==> src/verilog/lsd_cfg.svh <==
// Timing and field constants for the LED driver startup sequencer.
// Assumes a 10 MHz reference clock; included by the package and the design.
`ifndef LSD_CFG_SVH
`define LSD_CFG_SVH
`define LSD_CLK_HZ          10000000
`define LSD_T_ENOFF_US      16000
`define LSD_T_CLR_US        16000
`define LSD_T_DET_US        1500
`define LSD_T_SS_US         16400
`define LSD_N_ENOFF         ((`LSD_T_ENOFF_US * (`LSD_CLK_HZ / 1000000)))
`define LSD_N_CLR           ((`LSD_T_CLR_US * (`LSD_CLK_HZ / 1000000)))
`define LSD_N_DET           ((`LSD_T_DET_US * (`LSD_CLK_HZ / 1000000)))
`define LSD_N_SS            ((`LSD_T_SS_US * (`LSD_CLK_HZ / 1000000)))
`define LSD_CNT_W           18
`define LSD_NCH             4
`define LSD_SYNC_CLOCK_OUTPUT_DIV      5
`endif

==> src/verilog/lsd_pkg.sv <==
// Types for the LED driver startup sequencer.
// Assumes lsd_cfg.svh sits on the include path.
`include "lsd_cfg.svh"
package lsd_pkg;
   typedef enum logic [6:0] {
      LSD_IDLE   = 7'h01,
      LSD_GATE   = 7'h02,
      LSD_WAITPW = 7'h04,
      LSD_DETECT = 7'h08,
      LSD_SOFT   = 7'h10,
      LSD_RUN    = 7'h20,
      LSD_LATCH  = 7'h40
   } lsd_state_t;
   // Comparator levels of one sink pin from the analog front end
   typedef struct packed {
      logic above_low;   // > 120 mV
      logic above_high;  // > 340 mV
   } lsd_sink_lvl_t;
   typedef struct packed {
      lsd_state_t                 st;
      logic [`LSD_CNT_W-1:0]      en_low_cnt;
      logic [`LSD_CNT_W-1:0]      pwm_low_cnt;
      logic [`LSD_CNT_W-1:0]      tmr;
      logic [`LSD_NCH-1:0]        ch_used;
      logic                       fault;
      logic [2:0]                 div;
      logic                       clk_out;
   } lsd_state_all_t;
endpackage : lsd_pkg

==> src/verilog/lsd_seq.sv <==
// Startup sequencer of a four-channel LED sink driver: wake, checks, sink detect, soft-start.
// Assumes analog comparator results arrive as synchronous levels on ref_clk_i.
// Summary of operation
// - Wake only when enable is high and input supply is above lockout.
// - Boost and sinks stay off until dimming input goes high.
// - Check output short, sink shorts, program pins; switch only if all pass.
// - Enable and dimming may be one wire; it means power and dimming.
// - Shut off after enable low longer than 16 ms; shorter pulses ignored.
// - Detection starts when dimming high and gate pulled 3.3 V below supply.
// - After all sink pins rise above 120 mV, wait 1.5 ms then decide.
// - Below 120 mV short fault, middle unused, above 340 mV in use.
// - Unused channels disabled and dropped from boost regulation loop.
// - Sink short pulls fault low and detection keeps retrying.
// - When the short clears, continue into soft-start automatically.
// - Program pin shorts handled like sink shorts: fault, retry, resume.
// - Fault output released when sink detection phase ends.
// - Sync clock output runs once internal supply is up and the sequencer has left idle.
// - Soft-start ends on regulation, 93% overvoltage level, or ramp timer.
// - Latched fault clears when enable high and dimming low over 16 ms.
`include "lsd_cfg.svh"
module lsd_seq
   import lsd_pkg::*;
(
   input  wire logic                   ref_clk_i,
   input  wire logic                   rst_i,
   input  wire logic                   enable_i,
   input  wire logic                   dimming_i,
   input  wire logic                   supply_ok_i,
   input  wire logic                   vdd_ready_i,
   input  wire logic                   gate_pulled_i,
   input  wire logic                   out_short_i,
   input  wire logic                   freq_pin_fault_i,
   input  wire logic                   cur_pin_fault_i,
   input  wire lsd_sink_lvl_t [3:0]    sink_lvl_i,
   input  wire logic                   all_in_reg_i,
   input  wire logic                   out_at_93pct_i,
   input  wire logic                   latch_fault_i,
   output logic                        gate_drive_o,
   output logic                        boost_en_o,
   output logic                        soft_start_o,
   output logic [3:0]                  sink_en_o,
   output logic                        fault_n_oe_o,
   output logic                        sync_clock_output_o,
   output lsd_state_t                  state_o
);
   lsd_state_all_t s_q;
   lsd_state_all_t s_d;

   function automatic logic [`LSD_CNT_W-1:0] sat_inc(input logic [`LSD_CNT_W-1:0] v);
      sat_inc = (&v) ? v : v + 1'b1;
   endfunction : sat_inc

   logic                 shutdown;
   logic                 pin_short;
   logic                 prog_short;
   logic [`LSD_CNT_W-1:0] n_enoff;
   logic [`LSD_CNT_W-1:0] n_clr;
   logic [`LSD_CNT_W-1:0] n_det;
   logic [`LSD_CNT_W-1:0] n_ss;

   assign n_enoff = `LSD_CNT_W'(`LSD_N_ENOFF);
   assign n_clr   = `LSD_CNT_W'(`LSD_N_CLR);
   assign n_det   = `LSD_CNT_W'(`LSD_N_DET);
   assign n_ss    = `LSD_CNT_W'(`LSD_N_SS);

   always_comb begin
      pin_short  = 1'b0;
      for (int i = 0; i < `LSD_NCH; i++) begin
         pin_short = pin_short | ~sink_lvl_i[i].above_low;
      end
      prog_short = freq_pin_fault_i | cur_pin_fault_i;
      shutdown   = (s_q.en_low_cnt > n_enoff) || !supply_ok_i;
   end

   always_comb begin
      s_d = s_q;
      // Single-wire use: enable low counts toward shutdown, but short lows only dim
      s_d.en_low_cnt  = enable_i ? '0 : sat_inc(s_q.en_low_cnt);
      s_d.pwm_low_cnt = (enable_i && !dimming_i) ? sat_inc(s_q.pwm_low_cnt) : '0;
      // Sync clock divider runs whenever internal supply is up, in any state except idle
      if (vdd_ready_i && s_q.st != LSD_IDLE) begin
         if (s_q.div == 3'(`LSD_SYNC_CLOCK_OUTPUT_DIV - 1)) begin
            s_d.div     = '0;
            s_d.clk_out = ~s_q.clk_out;
         end else begin
            s_d.div = s_q.div + 3'h1;
         end
      end else begin
         s_d.div     = '0;
         s_d.clk_out = 1'b0;
      end
      case (s_q.st)
         LSD_IDLE: begin
            s_d.tmr     = '0;
            s_d.ch_used = '0;
            s_d.fault   = 1'b0;
            if (enable_i && supply_ok_i) begin
               s_d.st = LSD_GATE;
            end
         end
         LSD_GATE: begin
            if (gate_pulled_i) begin
               s_d.st = LSD_WAITPW;
            end
         end
         LSD_WAITPW: begin
            if (out_short_i) begin
               s_d.st = LSD_LATCH;
            end else if (dimming_i && gate_pulled_i) begin
               s_d.st  = LSD_DETECT;
               s_d.tmr = '0;
            end
         end
         LSD_DETECT: begin
            if (out_short_i) begin
               s_d.st = LSD_LATCH;
            end else if (pin_short || prog_short) begin
               s_d.fault = 1'b1;
               s_d.tmr   = '0;
            end else if (s_q.tmr >= n_det - 1'b1) begin
               for (int i = 0; i < `LSD_NCH; i++) begin
                  s_d.ch_used[i] = sink_lvl_i[i].above_high;
               end
               s_d.fault = 1'b0;
               s_d.tmr   = '0;
               s_d.st    = LSD_SOFT;
            end else begin
               s_d.tmr = s_q.tmr + 1'b1;
            end
         end
         LSD_SOFT: begin
            s_d.tmr = sat_inc(s_q.tmr);
            if (prog_short) begin
               s_d.fault = 1'b1;
            end else if (all_in_reg_i || out_at_93pct_i || s_q.tmr >= n_ss - 1'b1) begin
               s_d.st = LSD_RUN;
            end
         end
         LSD_RUN: begin
            s_d.fault = prog_short;
            if (latch_fault_i) begin
               s_d.st = LSD_LATCH;
            end
         end
         LSD_LATCH: begin
            s_d.fault = 1'b1;
            if (s_q.pwm_low_cnt > n_clr) begin
               s_d.fault = 1'b0;
               s_d.st    = LSD_WAITPW;
            end
         end
         default: begin
            s_d.st = LSD_IDLE;
         end
      endcase
      // Clock output keeps running through a latch clear; only shutdown or loss of internal supply stops it
      if (shutdown) begin
         s_d.st      = LSD_IDLE;
         s_d.tmr     = '0;
         s_d.ch_used = '0;
         s_d.fault   = 1'b0;
      end
   end

   always_ff @(posedge ref_clk_i) begin
      if (rst_i) begin
         s_q <= '{st: LSD_IDLE, default: '0};
      end else begin
         s_q <= s_d;
      end
   end

   // Sinks follow dimming only while boost is on in soft-start or run; dimming is host brightness
   always_comb begin
      gate_drive_o        = (s_q.st != LSD_IDLE);
      soft_start_o        = (s_q.st == LSD_SOFT);
      boost_en_o          = (s_q.st == LSD_SOFT || s_q.st == LSD_RUN) && !prog_short;
      sink_en_o           = (boost_en_o && dimming_i) ? s_q.ch_used : 4'h0;
      fault_n_oe_o        = ~s_q.fault;
      sync_clock_output_o = s_q.clk_out;
      state_o             = s_q.st;
   end
endmodule : lsd_seq

==> config.mk <==
export PLATFORM = sky130hd
export DESIGN_NAME = lsd_seq
export DESIGN_NICKNAME = d
export VERILOG_FILES = /design/src/verilog/lsd_pkg.sv /design/src/verilog/lsd_seq.sv
export VERILOG_INCLUDE_DIRS = /design/src /design/src/verilog
export SDC_FILE = /design/constraint.sdc
export NUM_CORES = 1
export LEC_CHECK = 0
export ABC_AREA = 1
export BUFFER_PORTS_ARGS = -buffer_cell sky130_fd_sc_hd__buf_2
export CAP_MARGIN = 20
export CORE_MARGIN = 3
export CORE_UTILIZATION = 47
export DETAILED_ROUTE_END_ITERATION = 10
export MAX_ROUTING_LAYER = met4
export PLACE_DENSITY = 0.73
export SETUP_SLACK_MARGIN = 0.1
export SKIP_LAST_GASP = 1
export SLEW_MARGIN = 5
export SYNTH_ARGS = -nofsm -noshare
export SYNTH_HDL_FRONTEND = slang
export SYNTH_SLANG_ARGS = --single-unit
==> constraint.sdc <==
create_clock -name ref_clk_i -period 2 [get_ports ref_clk_i]
set_input_delay 0.1 -clock ref_clk_i [delete_from_list [all_inputs] [get_ports ref_clk_i]]
set_output_delay 0.1 -clock ref_clk_i [all_outputs]
set_load 0.05 [all_outputs]
==> results of run 1 <==
-- synthesized netlist by cell type, types with 2 or more instances --
master / instances / area (µm²)
ha_1: 7 / 87.6
nor2_4: 2 / 22.5
a31oi_1: 12 / 75.1
nor2_2: 9 / 56.3
nor2_1: 107 / 402
nand3_1: 71 / 355
buf_4: 7 / 52.6
inv_2: 5 / 18.8
xor2_1: 16 / 140
nand3_2: 9 / 90.1
inv_1: 93 / 349
o21ai_1: 2 / 10.0
a21oi_1: 31 / 155
nor3_1: 18 / 90.1
buf_2: 2 / 10.0
nand4_1: 15 / 93.8
nand2_1: 160 / 601
nor4_1: 8 / 50.1
nand3b_1: 4 / 30.0
xnor2_1: 8 / 70.1
nand2_2: 7 / 43.8
o211ai_1: 2 / 15.0
nor4_2: 2 / 25.0
buf_12: 2 / 40.0
o21ai_0: 12 / 60.1
dfxtp_1: 70 / 1400
buf_6: 2 / 22.5
-- worst max-delay path by stage --
stage                                        from                    to  slack, ns  cells past startpoint
final                     state_o[0]$_SDFFE_PP1P_          sink_en_o[0]       0.18                      8
after global routing      state_o[0]$_SDFFE_PP1P_          sink_en_o[0]       0.08                      8
after CTS                 state_o[0]$_SDFFE_PP1P_          sink_en_o[0]       0.09                      8
after detailed placement  state_o[0]$_SDFFE_PP1P_  s_q[17]$_SDFFE_PP0P_       0.02                     10
after global placement    state_o[0]$_SDFFE_PP1P_  s_q[19]$_SDFFE_PP0P_       0.14                     10
after floorplan           state_o[0]$_SDFFE_PP1P_          sink_en_o[0]       0.11                      8
-- layer usage --
layer,global-route usage [%],vias to the layer above,part of all wire (%)
met2,35.7,121,48
met1,26.7,2067,45
met3,3.96,19,5.5
li1,-,2334,-
met5,-,-,0
met4,6.97,0,1.4
-- worst max-delay path: cells and delay by family (launching register included) --
family | cells | cell delay, ns
and+or+nand+nor | 5 | 0.64
DFF | 1 | 0.35
AOI/OAI and AO/OA | 1 | 0.17
buffers and inverters | 2 | 0.23
-- sequential cells by signal, indices dropped and copies added (netlist names) --
name                 count
sync_clock_output_o      1
state_o                  7
s_q                     62
-- metrics by stage --
stage,hold slack (ns),power [µW],setup WS [ns]
2_1_floorplan,0.242,3240,0.108
3_3_place_gp,0.362,3480,0.136
3_5_place_dp,0.375,3510,0.0229
4_1_cts,0.0117,4650,0.0938
5_1_grt,0.0194,5230,0.0828
6_report,0.0205,4930,0.180
-- cell families (layout without fill, tap and decap cells) --
family,Yosys count,count (layout)
and+or+nand+nor,415,415
buffers and inverters,115,173
DFF,70,70
AOI/OAI and AO/OA,63,63
xor gates and xnor gates,24,24
adders and majority gates,7,7
-- power groups by stage --
stage | clock, µW | combinational (µW) | sequential, µW
finish | 1120 | 2260 | 1550
global route | 1220 | 2440 | 1560
CTS | 1150 | 1980 | 1520
detailed placement | 0 | 1950 | 1560
global placement | 0 | 1930 | 1550
floorplan | 0 | 1690 | 1550
-- what timing repair did --
item / 4_1_cts / 5_1_grt
gates resized for setup: 14 / 31
pin swaps: 1 / 7
endpoints found under the setup margin: 12 / 33
setup buffers: 1 / 4
cloned: 0 / 1
-- area by class of cell --
type | instances | area [µm²]
Clock inverter | 4 | 47.5
Multi-Input combinational cell | 509 | 2700
Inverter | 99 | 374
Timing Repair Buffer | 59 | 412
Tap cell | 126 | 158
Sequential cell | 70 | 1410
Clock buffer | 11 | 141
Fill cell | 885 | 3730
==> results.json, run 1 <==
{
  "ys_seq_elements": 70,
  "track_usage_pct": 21.6,
  "worstSkewPairLatency_ns": 0.34,
  "required_ns": 1.90,
  "synth_top_family_by_area": "simple AND/OR/NAND/NOR gates",
  "ant_nets": 0,
  "final_common_cell": "nand2_1",
  "slowest_stage": "dfxtp_2",
  "fmax_mhz": 549,
  "fp.dieH_um": 103,
  "postSynth.asyncResetShare_pct": 0,
  "clockRootBuffer": "clkbuf_8",
  "initial_core_util_pct": 49.7,
  "muxShareOfSynthArea_pct": 0,
  "p_leak_uw": 0.00215,
  "antenna_found_initial": 0,
  "syn_to_final_growth_pct": 17.6,
  "die-area_mm2": 0.0107,
  "wire_per_inst_um": 12.7,
  "ys.flop_type": "dfxtp_1",
  "powerDensity_mw_per_mm2": 940,
  "cp-end-kind": "primary output",
  "drt_wl_total_um": 11100,
  "period_minus_slack_ns": 1.82,
  "synth_enable_flop_cells": 0,
  "grt_pass1_wl_um": 18200,
  "cp_data_arrival_time_ns": 1.72,
  "grt_overflow_total": 0,
  "status": "completed",
  "vias": 4541,
  "p_sw_uw": 2070,
  "r2r_start": "state_o[0]$_SDFFE_PP1P_",
  "final_area_mm2": 0.00524,
  "die_w_um": 103,
  "synth_nets": 722,
  "rrSetupSlack_ns": 0.22,
  "clk_path_buf_depth": 2,
  "path_clk_slew_ns": 0.07,
  "fin_tns_setup_ns": 0,
  "min_path_cells": 3,
  "synth_fa_ha_area_share_pct": 1.96,
  "yosys_warnings": 0,
  "routabilityCongestion": 1.00,
  "holdCritStartpoint": "vdd_ready_i",
  "period_share_pct": 91.0,
  "worst-slew-pin-transition_ns": 0.497,
  "crit_top_cell": "nor2_4",
  "worstSetupStartpointType": "flop",
  "ctsHoldBuffers": 0,
  "p_seq_share_pct": 31.5,
  "min_to": "sync_clock_output_o$_SDFFE_PP0P_",
  "core_area_mm2": 0.00898,
  "netlist_area_mm2": 0.00446,
  "relSlewSlack_pct": 66.8,
  "rsz0062_at_grt": "true",
  "fin_cells": 878,
  "fin_worst_skew_ns": 0.00883,
  "cts.sinks": 70,
  "drtPass1Iterations": 6,
  "rr_worst_depth": 9,
  "cp_max_fo": 4,
  "setup_viol_count_final": 0,
  "synth_cells": 694,
  "grt_max_degree": 29,
  "fp-row-count": 34,
  "io_pins": 37,
  "synth_compound_area_share_pct": 7.86,
  "dp.cells": 857,
  "slew_viol_final": 0,
  "ctsHtreeMaxLevel": 3,
  "yosysSeqAreaShare_pct": 31.4,
  "power_frac_clock_pct": 22.7,
  "r2r-end": "s_q[8]$_SDFFE_PP0P_",
  "worstHoldPathType": "primary input to flop",
  "drc": 0,
  "cts_inserted_buffers": 9,
  "swShare_pct": 42.1,
  "post-dp-hpwl_um": 8280,
  "utilization_pct": 58.4,
  "n_antenna_cell": 0,
  "p_int_uw": 2850,
  "place_area_mm2": 0.00483,
  "viasPerCell": 5.17,
  "p_comb_share_pct": 45.8,
  "synth_simple_gate_area_share_pct": 42.4,
  "io_buffers": 36,
  "drt_iter0_drc": 204,
  "hold_viol": 0,
  "irDropWorstVdd_v": 0.000598,
  "final_layout_size_suffix_gt1_share_pct": 18.8,
  "path_cells": "nor2_4, nand2_4, nor2_4, inv_2, o21ai_4, nand2_4, nor2_4, buf_8",
  "nets": 776,
  "critPathKind": "flop to primary output",
  "final_cell_mix": "nand2_1, nor2_1, inv_1, nand3_1, dfxtp_1",
  "cts_tree": "yes",
  "synth_cell_type_count": 38,
  "grt_pass1_vias": 4173,
  "synthXorXnorAreaFrac_pct": 4.72,
  "slowest_delay_ns": 0.35,
  "maxCapViolations": 0,
  "syn_area_per_cell_um2": 6.42
}
Power figures use the tool's default switching activity.
==> inputs of run 2 (changes only) <==
--- a/config.mk
+++ b/config.mk
@@ -10,10 +10,10 @@
 export BUFFER_PORTS_ARGS = -buffer_cell sky130_fd_sc_hd__buf_2
 export CAP_MARGIN = 20
 export CORE_MARGIN = 3
-export CORE_UTILIZATION = 47
+export CORE_UTILIZATION = 43
 export DETAILED_ROUTE_END_ITERATION = 10
 export MAX_ROUTING_LAYER = met4
-export PLACE_DENSITY = 0.73
+export PLACE_DENSITY = 0.69
 export SETUP_SLACK_MARGIN = 0.1
 export SKIP_LAST_GASP = 1
 export SLEW_MARGIN = 5
==> constraint.sdc (replaced) <==
create_clock -name ref_clk_i -period 2.05 [get_ports ref_clk_i]
set_input_delay 0.1025 -clock ref_clk_i [delete_from_list [all_inputs] [get_ports ref_clk_i]]
set_output_delay 0.1025 -clock ref_clk_i [all_outputs]
set_load 0.05 [all_outputs]
==> results.json, run 2 (synthesis gave the netlist of run 1 again) <==
{
  "use_met1_pct": 24.8,
  "fillCellCount": 962,
  "critPathKind": "flop to primary output",
  "cts_tree": "yes",
  "required_ns": 1.95,
  "final_layout_size_suffix_gt1_share_pct": 17.6,
  "total_power_uw": 4890,
  "fp.dieH_um": 108,
  "final_area_mm2": 0.00523,
  "fp-row-count": 36,
  "pre_cts_ws_ns": 0.0754,
  "path_cells": "nor2_4, nand2_4, nor2_4, inv_2, o21ai_4, nand2_4, nor2_4, buf_8",
  "setup_viol_count_final": 0,
  "p_leak_uw": 0.00213,
  "io_pins": 37,
  "p_seq_share_pct": 30.9,
  "path_clk_slew_ns": 0.07,
  "use_met3_pct": 3.36,
  "worstHoldPathType": "primary input to flop",
  "clk_path_buf_depth": 2,
  "p_int_uw": 2890,
  "swShare_pct": 41.0,
  "ctsHtreeMaxLevel": 3,
  "track_usage_pct": 20.0,
  "relSlewSlack_pct": 66.6,
  "place_area_mm2": 0.00481,
  "drc": 0,
  "drt_wl_total_um": 11300,
  "drtPass1Iterations": 6,
  "maxCapViolations": 0,
  "cts_inserted_buffers": 9,
  "worst_slack_ns": 0.154,
  "cp_data_arrival_time_ns": 1.79,
  "slowest_delay_ns": 0.35,
  "n_antenna_cell": 0,
  "whs_ns": 0.0138,
  "period_share_pct": 92.5,
  "largest_register_ffs": 62,
  "powerDensity_mw_per_mm2": 936,
  "cp_max_fo": 4,
  "wire_per_inst_um": 12.8,
  "clockRootBuffer": "clkbuf_8",
  "top_register": "s_q",
  "period_minus_slack_ns": 1.90,
  "slew_viol_final": 0,
  "viasPerCell": 5.14,
  "ant_nets": 0,
  "die_w_um": 108,
  "crit_top_cell": "nor2_4",
  "rsz0062_at_grt": "true",
  "final_common_cell": "nand2_1",
  "grt_pass1_wl_um": 18500,
  "status": "completed",
  "fin_tns_setup_ns": 0,
  "grt_max_degree": 19,
  "irDropWorstVdd_v": 0.000660,
  "worstSetupStartpointType": "flop",
  "grt_overflow_total": 0,
  "cp-end-kind": "primary output",
  "hold_viol": 0,
  "p_comb_share_pct": 40.5,
  "worst-slew-pin-transition_ns": 0.497,
  "io_buffers": 36,
  "p_sw_uw": 2010,
  "nets": 772,
  "cts.sinks": 70,
  "fmax_mhz": 527,
  "die-area_mm2": 0.0116,
  "grt_pass1_vias": 4163,
  "slowest_stage": "dfxtp_2",
  "top_usage_layer": "met2",
  "post-dp-hpwl_um": 8270,
  "antenna_found_initial": 0,
  "final_cell_mix": "nand2_1, nor2_1, inv_1, nand3_1, dfxtp_1",
  "worstSkewPairLatency_ns": 0.37,
  "drt_iter0_drc": 310,
  "initial_core_util_pct": 45.0,
  "vias": 4531,
  "core_area_mm2": 0.00991,
  "routabilityCongestion": 0.948,
  "syn_to_final_growth_pct": 17.3,
  "power_frac_clock_pct": 28.6,
  "grt_use_met2_pct": 32.3,
  "fin_worst_skew_ns": 0.0140
}
## run 2: cell count changes in the layout (fill, tap and decap cells not counted), sizes merged
cell,previous run,this run
buf,58,53
dlygate4sd3,0,1
inv,98,97
clkbuf,12,10
bufinv,1,3
clkinvlp,1,2
## run 2: path summary, 6_finish.rpt
path	depth (start not counted)	from	endpoint	slack (ns)
worst max-delay path	8	state_o[0]$_SDFFE_PP1P_	sink_en_o[3]	0.15
worst min-delay path	3	sink_lvl_i[2]	s_q[6]$_SDFFE_PP0P_	0.01
worst max register to register	9	state_o[0]$_SDFFE_PP1P_	s_q[5]$_SDFFE_PP0P_	0.16
worst min register to register	1	s_q[1]$_SDFF_PP0_	s_q[1]$_SDFF_PP0_	0.46
## run 2: repair_timing
item,in CTS,in global routing
cloned,0,1
buffers inserted,1,2
pin swaps,2,8
gates resized for setup,14,26
hold buffers,1,0
endpoints found under the setup margin,21,41
hold endpoints to repair,1,0
## run 2: power by group through the flow
stage               registers (µW)  logic, µW  clock network, µW
global route                  1520       2170               1480
global placement              1510       1840                  0
CTS                           1490       1900               1420
detailed placement            1520       1870                  0
finish                        1510       1980               1400
floorplan                     1510       1650                  0
## run 2: worst max-delay path: cells and delay by family, from the launching register on
family                 cells  cell delay [ns]
AND/OR/NAND/NOR            5             0.64
flip-flops                 1             0.35
buffers and inverters      2             0.24
AO/OA/AOI/OAI              1             0.20
## run 2: routing by layer
metal	routed length, µm	up-vias	part of all wire (%)
met2	5220	126	46
met3	562	27	5.0
met1	5210	2056	46
met5	0	-	0
met4	279	0	2.5
li1	-	2322	-
## run 2: layout make-up
| class | count | area (µm²) | area share (%) |
|---|---|---|---|
| Clock inverter | 5 | 108 | 2.06 |
| Clock buffer | 10 | 138 | 2.63 |
| Tap cell | 133 | 166 | 3.18 |
| Inverter | 99 | 375 | 7.18 |
| Timing Repair Buffer | 54 | 358 | 6.84 |
| Sequential cell | 70 | 1410 | 26.9 |
| Timing Repair inverter | 1 | 7.51 | 0.144 |
| Multi-Input combinational cell | 509 | 2670 | 51.0 |
## run 2: per-stage QoR
stage                     utilization [%]  cells
final                                52.8    881
after global routing                 52.8    881
after CTS                            51.6    878
after detailed placement             48.5    861
after global placement               48.5    861
after floorplan                         -    694
==> inputs of run 3 (changes only) <==
--- a/config.mk
+++ b/config.mk
@@ -9,11 +9,12 @@
 export ABC_AREA = 1
 export BUFFER_PORTS_ARGS = -buffer_cell sky130_fd_sc_hd__buf_2
 export CAP_MARGIN = 20
+export CORE_ASPECT_RATIO = 0.75
 export CORE_MARGIN = 3
-export CORE_UTILIZATION = 43
+export CORE_UTILIZATION = 55
 export DETAILED_ROUTE_END_ITERATION = 10
 export MAX_ROUTING_LAYER = met4
-export PLACE_DENSITY = 0.69
+export PLACE_DENSITY = 0.82
 export SETUP_SLACK_MARGIN = 0.1
 export SKIP_LAST_GASP = 1
 export SLEW_MARGIN = 5
==> results.json, run 3 (synthesis gave the netlist of run 1 again) <==
{
  "whs_ns": 0.00679,
  "period_minus_slack_ns": 1.90,
  "drtPass1Iterations": 7,
  "die-area_mm2": 0.00923,
  "worstSkewPairLatency_ns": 0.37,
  "post-dp-hpwl_um": 8440,
  "cts_inserted_buffers": 9,
  "cp_num_buf_inv": 2,
  "track_usage_pct": 26.5,
  "setup_viol_count_final": 0,
  "grt_pass1_vias": 4187,
  "required_ns": 1.95,
  "core_area_mm2": 0.00760,
  "drt_wl_total_um": 12200,
  "crit_top_cell": "nor2_4",
  "irDropWorstVdd_v": 0.000673,
  "cp_top_family": "simple AND/OR/NAND/NOR gates",
  "n_antenna_cell": 0,
  "routabilityCongestion": 0.935,
  "swShare_pct": 41.8,
  "maxCapViolations": 0,
  "utilization_pct": 69.6,
  "grt_pass1_wl_um": 19300,
  "path_cells": "nor2_4, nand2_4, nor2_4, inv_2, o21ai_4, nand2_4, nor2_4, buf_6",
  "powerDensity_mw_per_mm2": 1020,
  "syn_to_final_growth_pct": 18.7,
  "ctsHoldBuffers": 0,
  "nets": 777,
  "worst_slack_ns": 0.154,
  "final_cell_mix": "nand2_1, nor2_1, inv_1, nand3_1, dfxtp_1",
  "cp_max_fo": 4,
  "drc": 0,
  "p_seq_share_pct": 28.2,
  "fp.dieH_um": 84.0,
  "top_register": "s_q",
  "relSlewSlack_pct": 66.8,
  "status": "completed",
  "clockRootBuffer": "clkbuf_8",
  "power_frac_clock_pct": 24.2,
  "total_power_uw": 5390,
  "die_w_um": 110,
  "period_share_pct": 92.5,
  "cp-end-kind": "primary output",
  "cp_data_arrival_time_ns": 1.79,
  "p_sw_uw": 2250,
  "p_leak_uw": 0.00219,
  "slowest_stage": "dfxtp_2",
  "slew_viol_final": 0,
  "drt_iter0_drc": 395,
  "worstHoldPathType": "primary input to flop",
  "initial_core_util_pct": 58.7,
  "pre_cts_ws_ns": 0.143,
  "rrSetupSlack_ns": 0.17,
  "fmax_mhz": 527,
  "worstSetupStartpointType": "flop",
  "largest_register_ffs": 62,
  "fin_tns_setup_ns": 0,
  "hold_viol": 0,
  "p_comb_share_pct": 47.6,
  "cts.sinks": 70,
  "ctsHtreeMaxLevel": 3,
  "p_int_uw": 3140,
  "slowest_delay_ns": 0.35,
  "critPathKind": "flop to primary output",
  "fin_worst_skew_ns": 0.0201,
  "io_buffers": 36,
  "grt_overflow_total": 0,
  "wire_per_inst_um": 14.3,
  "vias": 4681,
  "final_layout_size_suffix_gt1_share_pct": 19.0,
  "worst-slew-pin-transition_ns": 0.497,
  "fp-row-count": 27,
  "rsz0062_at_grt": "false",
  "io_pins": 37,
  "cts_tree": "yes",
  "antenna_found_initial": 0,
  "path_clk_slew_ns": 0.08,
  "viasPerCell": 5.47,
  "clk_path_buf_depth": 2,
  "grt_max_degree": 19,
  "ant_nets": 0,
  "final_common_cell": "nand2_1"
}
==> run 3: cell types whose count changed in the layout (fill, tap and decap cells not counted), sizes merged <==
cell         change
buf              +5
clkbuf           +2
clkinvlp         -2
inv              +2
bufinv           -1
clkinv           +1
dlygate4sd3      -1
==> run 3: power groups by stage <==
stage / sequential, µW / combinational, µW / clock (µW)
floorplan: 1510 / 1650 / 0
global placement: 1510 / 1750 / 0
detailed placement: 1520 / 1780 / 0
CTS: 1490 / 1830 / 1310
global route: 1530 / 2730 / 1380
finish: 1520 / 2560 / 1300
==> run 3: layout make-up <==
| class | instances | area, µm² |
|---|---|---|
| inverter | 99 | 372 |
| sequential | 70 | 1410 |
| clock inverter | 6 | 83.8 |
| tap | 101 | 126 |
| fill | 652 | 2310 |
| timing repair buffer | 60 | 437 |
| multi-input combinational | 509 | 2730 |
| clock buffer | 10 | 138 |
==> run 3: metrics by stage <==
step | instances | cell area [µm²]
final | 855 | 5290
after global routing | 855 | 5290
after CTS | 850 | 5070
after detailed placement | 829 | 4770
after global placement | 829 | 4770
after floorplan | 694 | 4500
==> run 3: timing repair <==
| action | CTS | global route |
|---|---|---|
| setup buffers | 5 | 3 |
| setup endpoints to repair | 13 | 35 |
| cloned | 0 | 2 |
| gates resized for setup | 12 | 39 |
| pin swaps | 3 | 3 |
==> run 3: per-layer routing <==
layer | wire [µm] | GRT usage [%] | vias to the layer above
met1 | 5410 | 35.3 | 2123
met3 | 888 | 5.80 | 26
met4 | 203 | 7.59 | 0
met2 | 5700 | 40.1 | 192
met5 | 0 | - | -
li1 | - | - | 2340
==> run 3: worst min-delay path: stages <==
cell,delay (ns)
buf_2,0.11
nand3_1,0.08
nor2_1,0.04
==> run 3: worst paths after layout <==
path / from / end / cells past startpoint
worst max-delay path: state_o[1]$_SDFFE_PP0P_ / sink_en_o[0] / 8
worst min-delay path: vdd_ready_i / sync_clock_output_o$_SDFFE_PP0P_ / 3
worst max register to register: state_o[1]$_SDFFE_PP0P_ / s_q[19]$_SDFFE_PP0P_ / 14
worst min register to register: s_q[5]$_SDFFE_PP0P_ / s_q[5]$_SDFFE_PP0P_ / 2
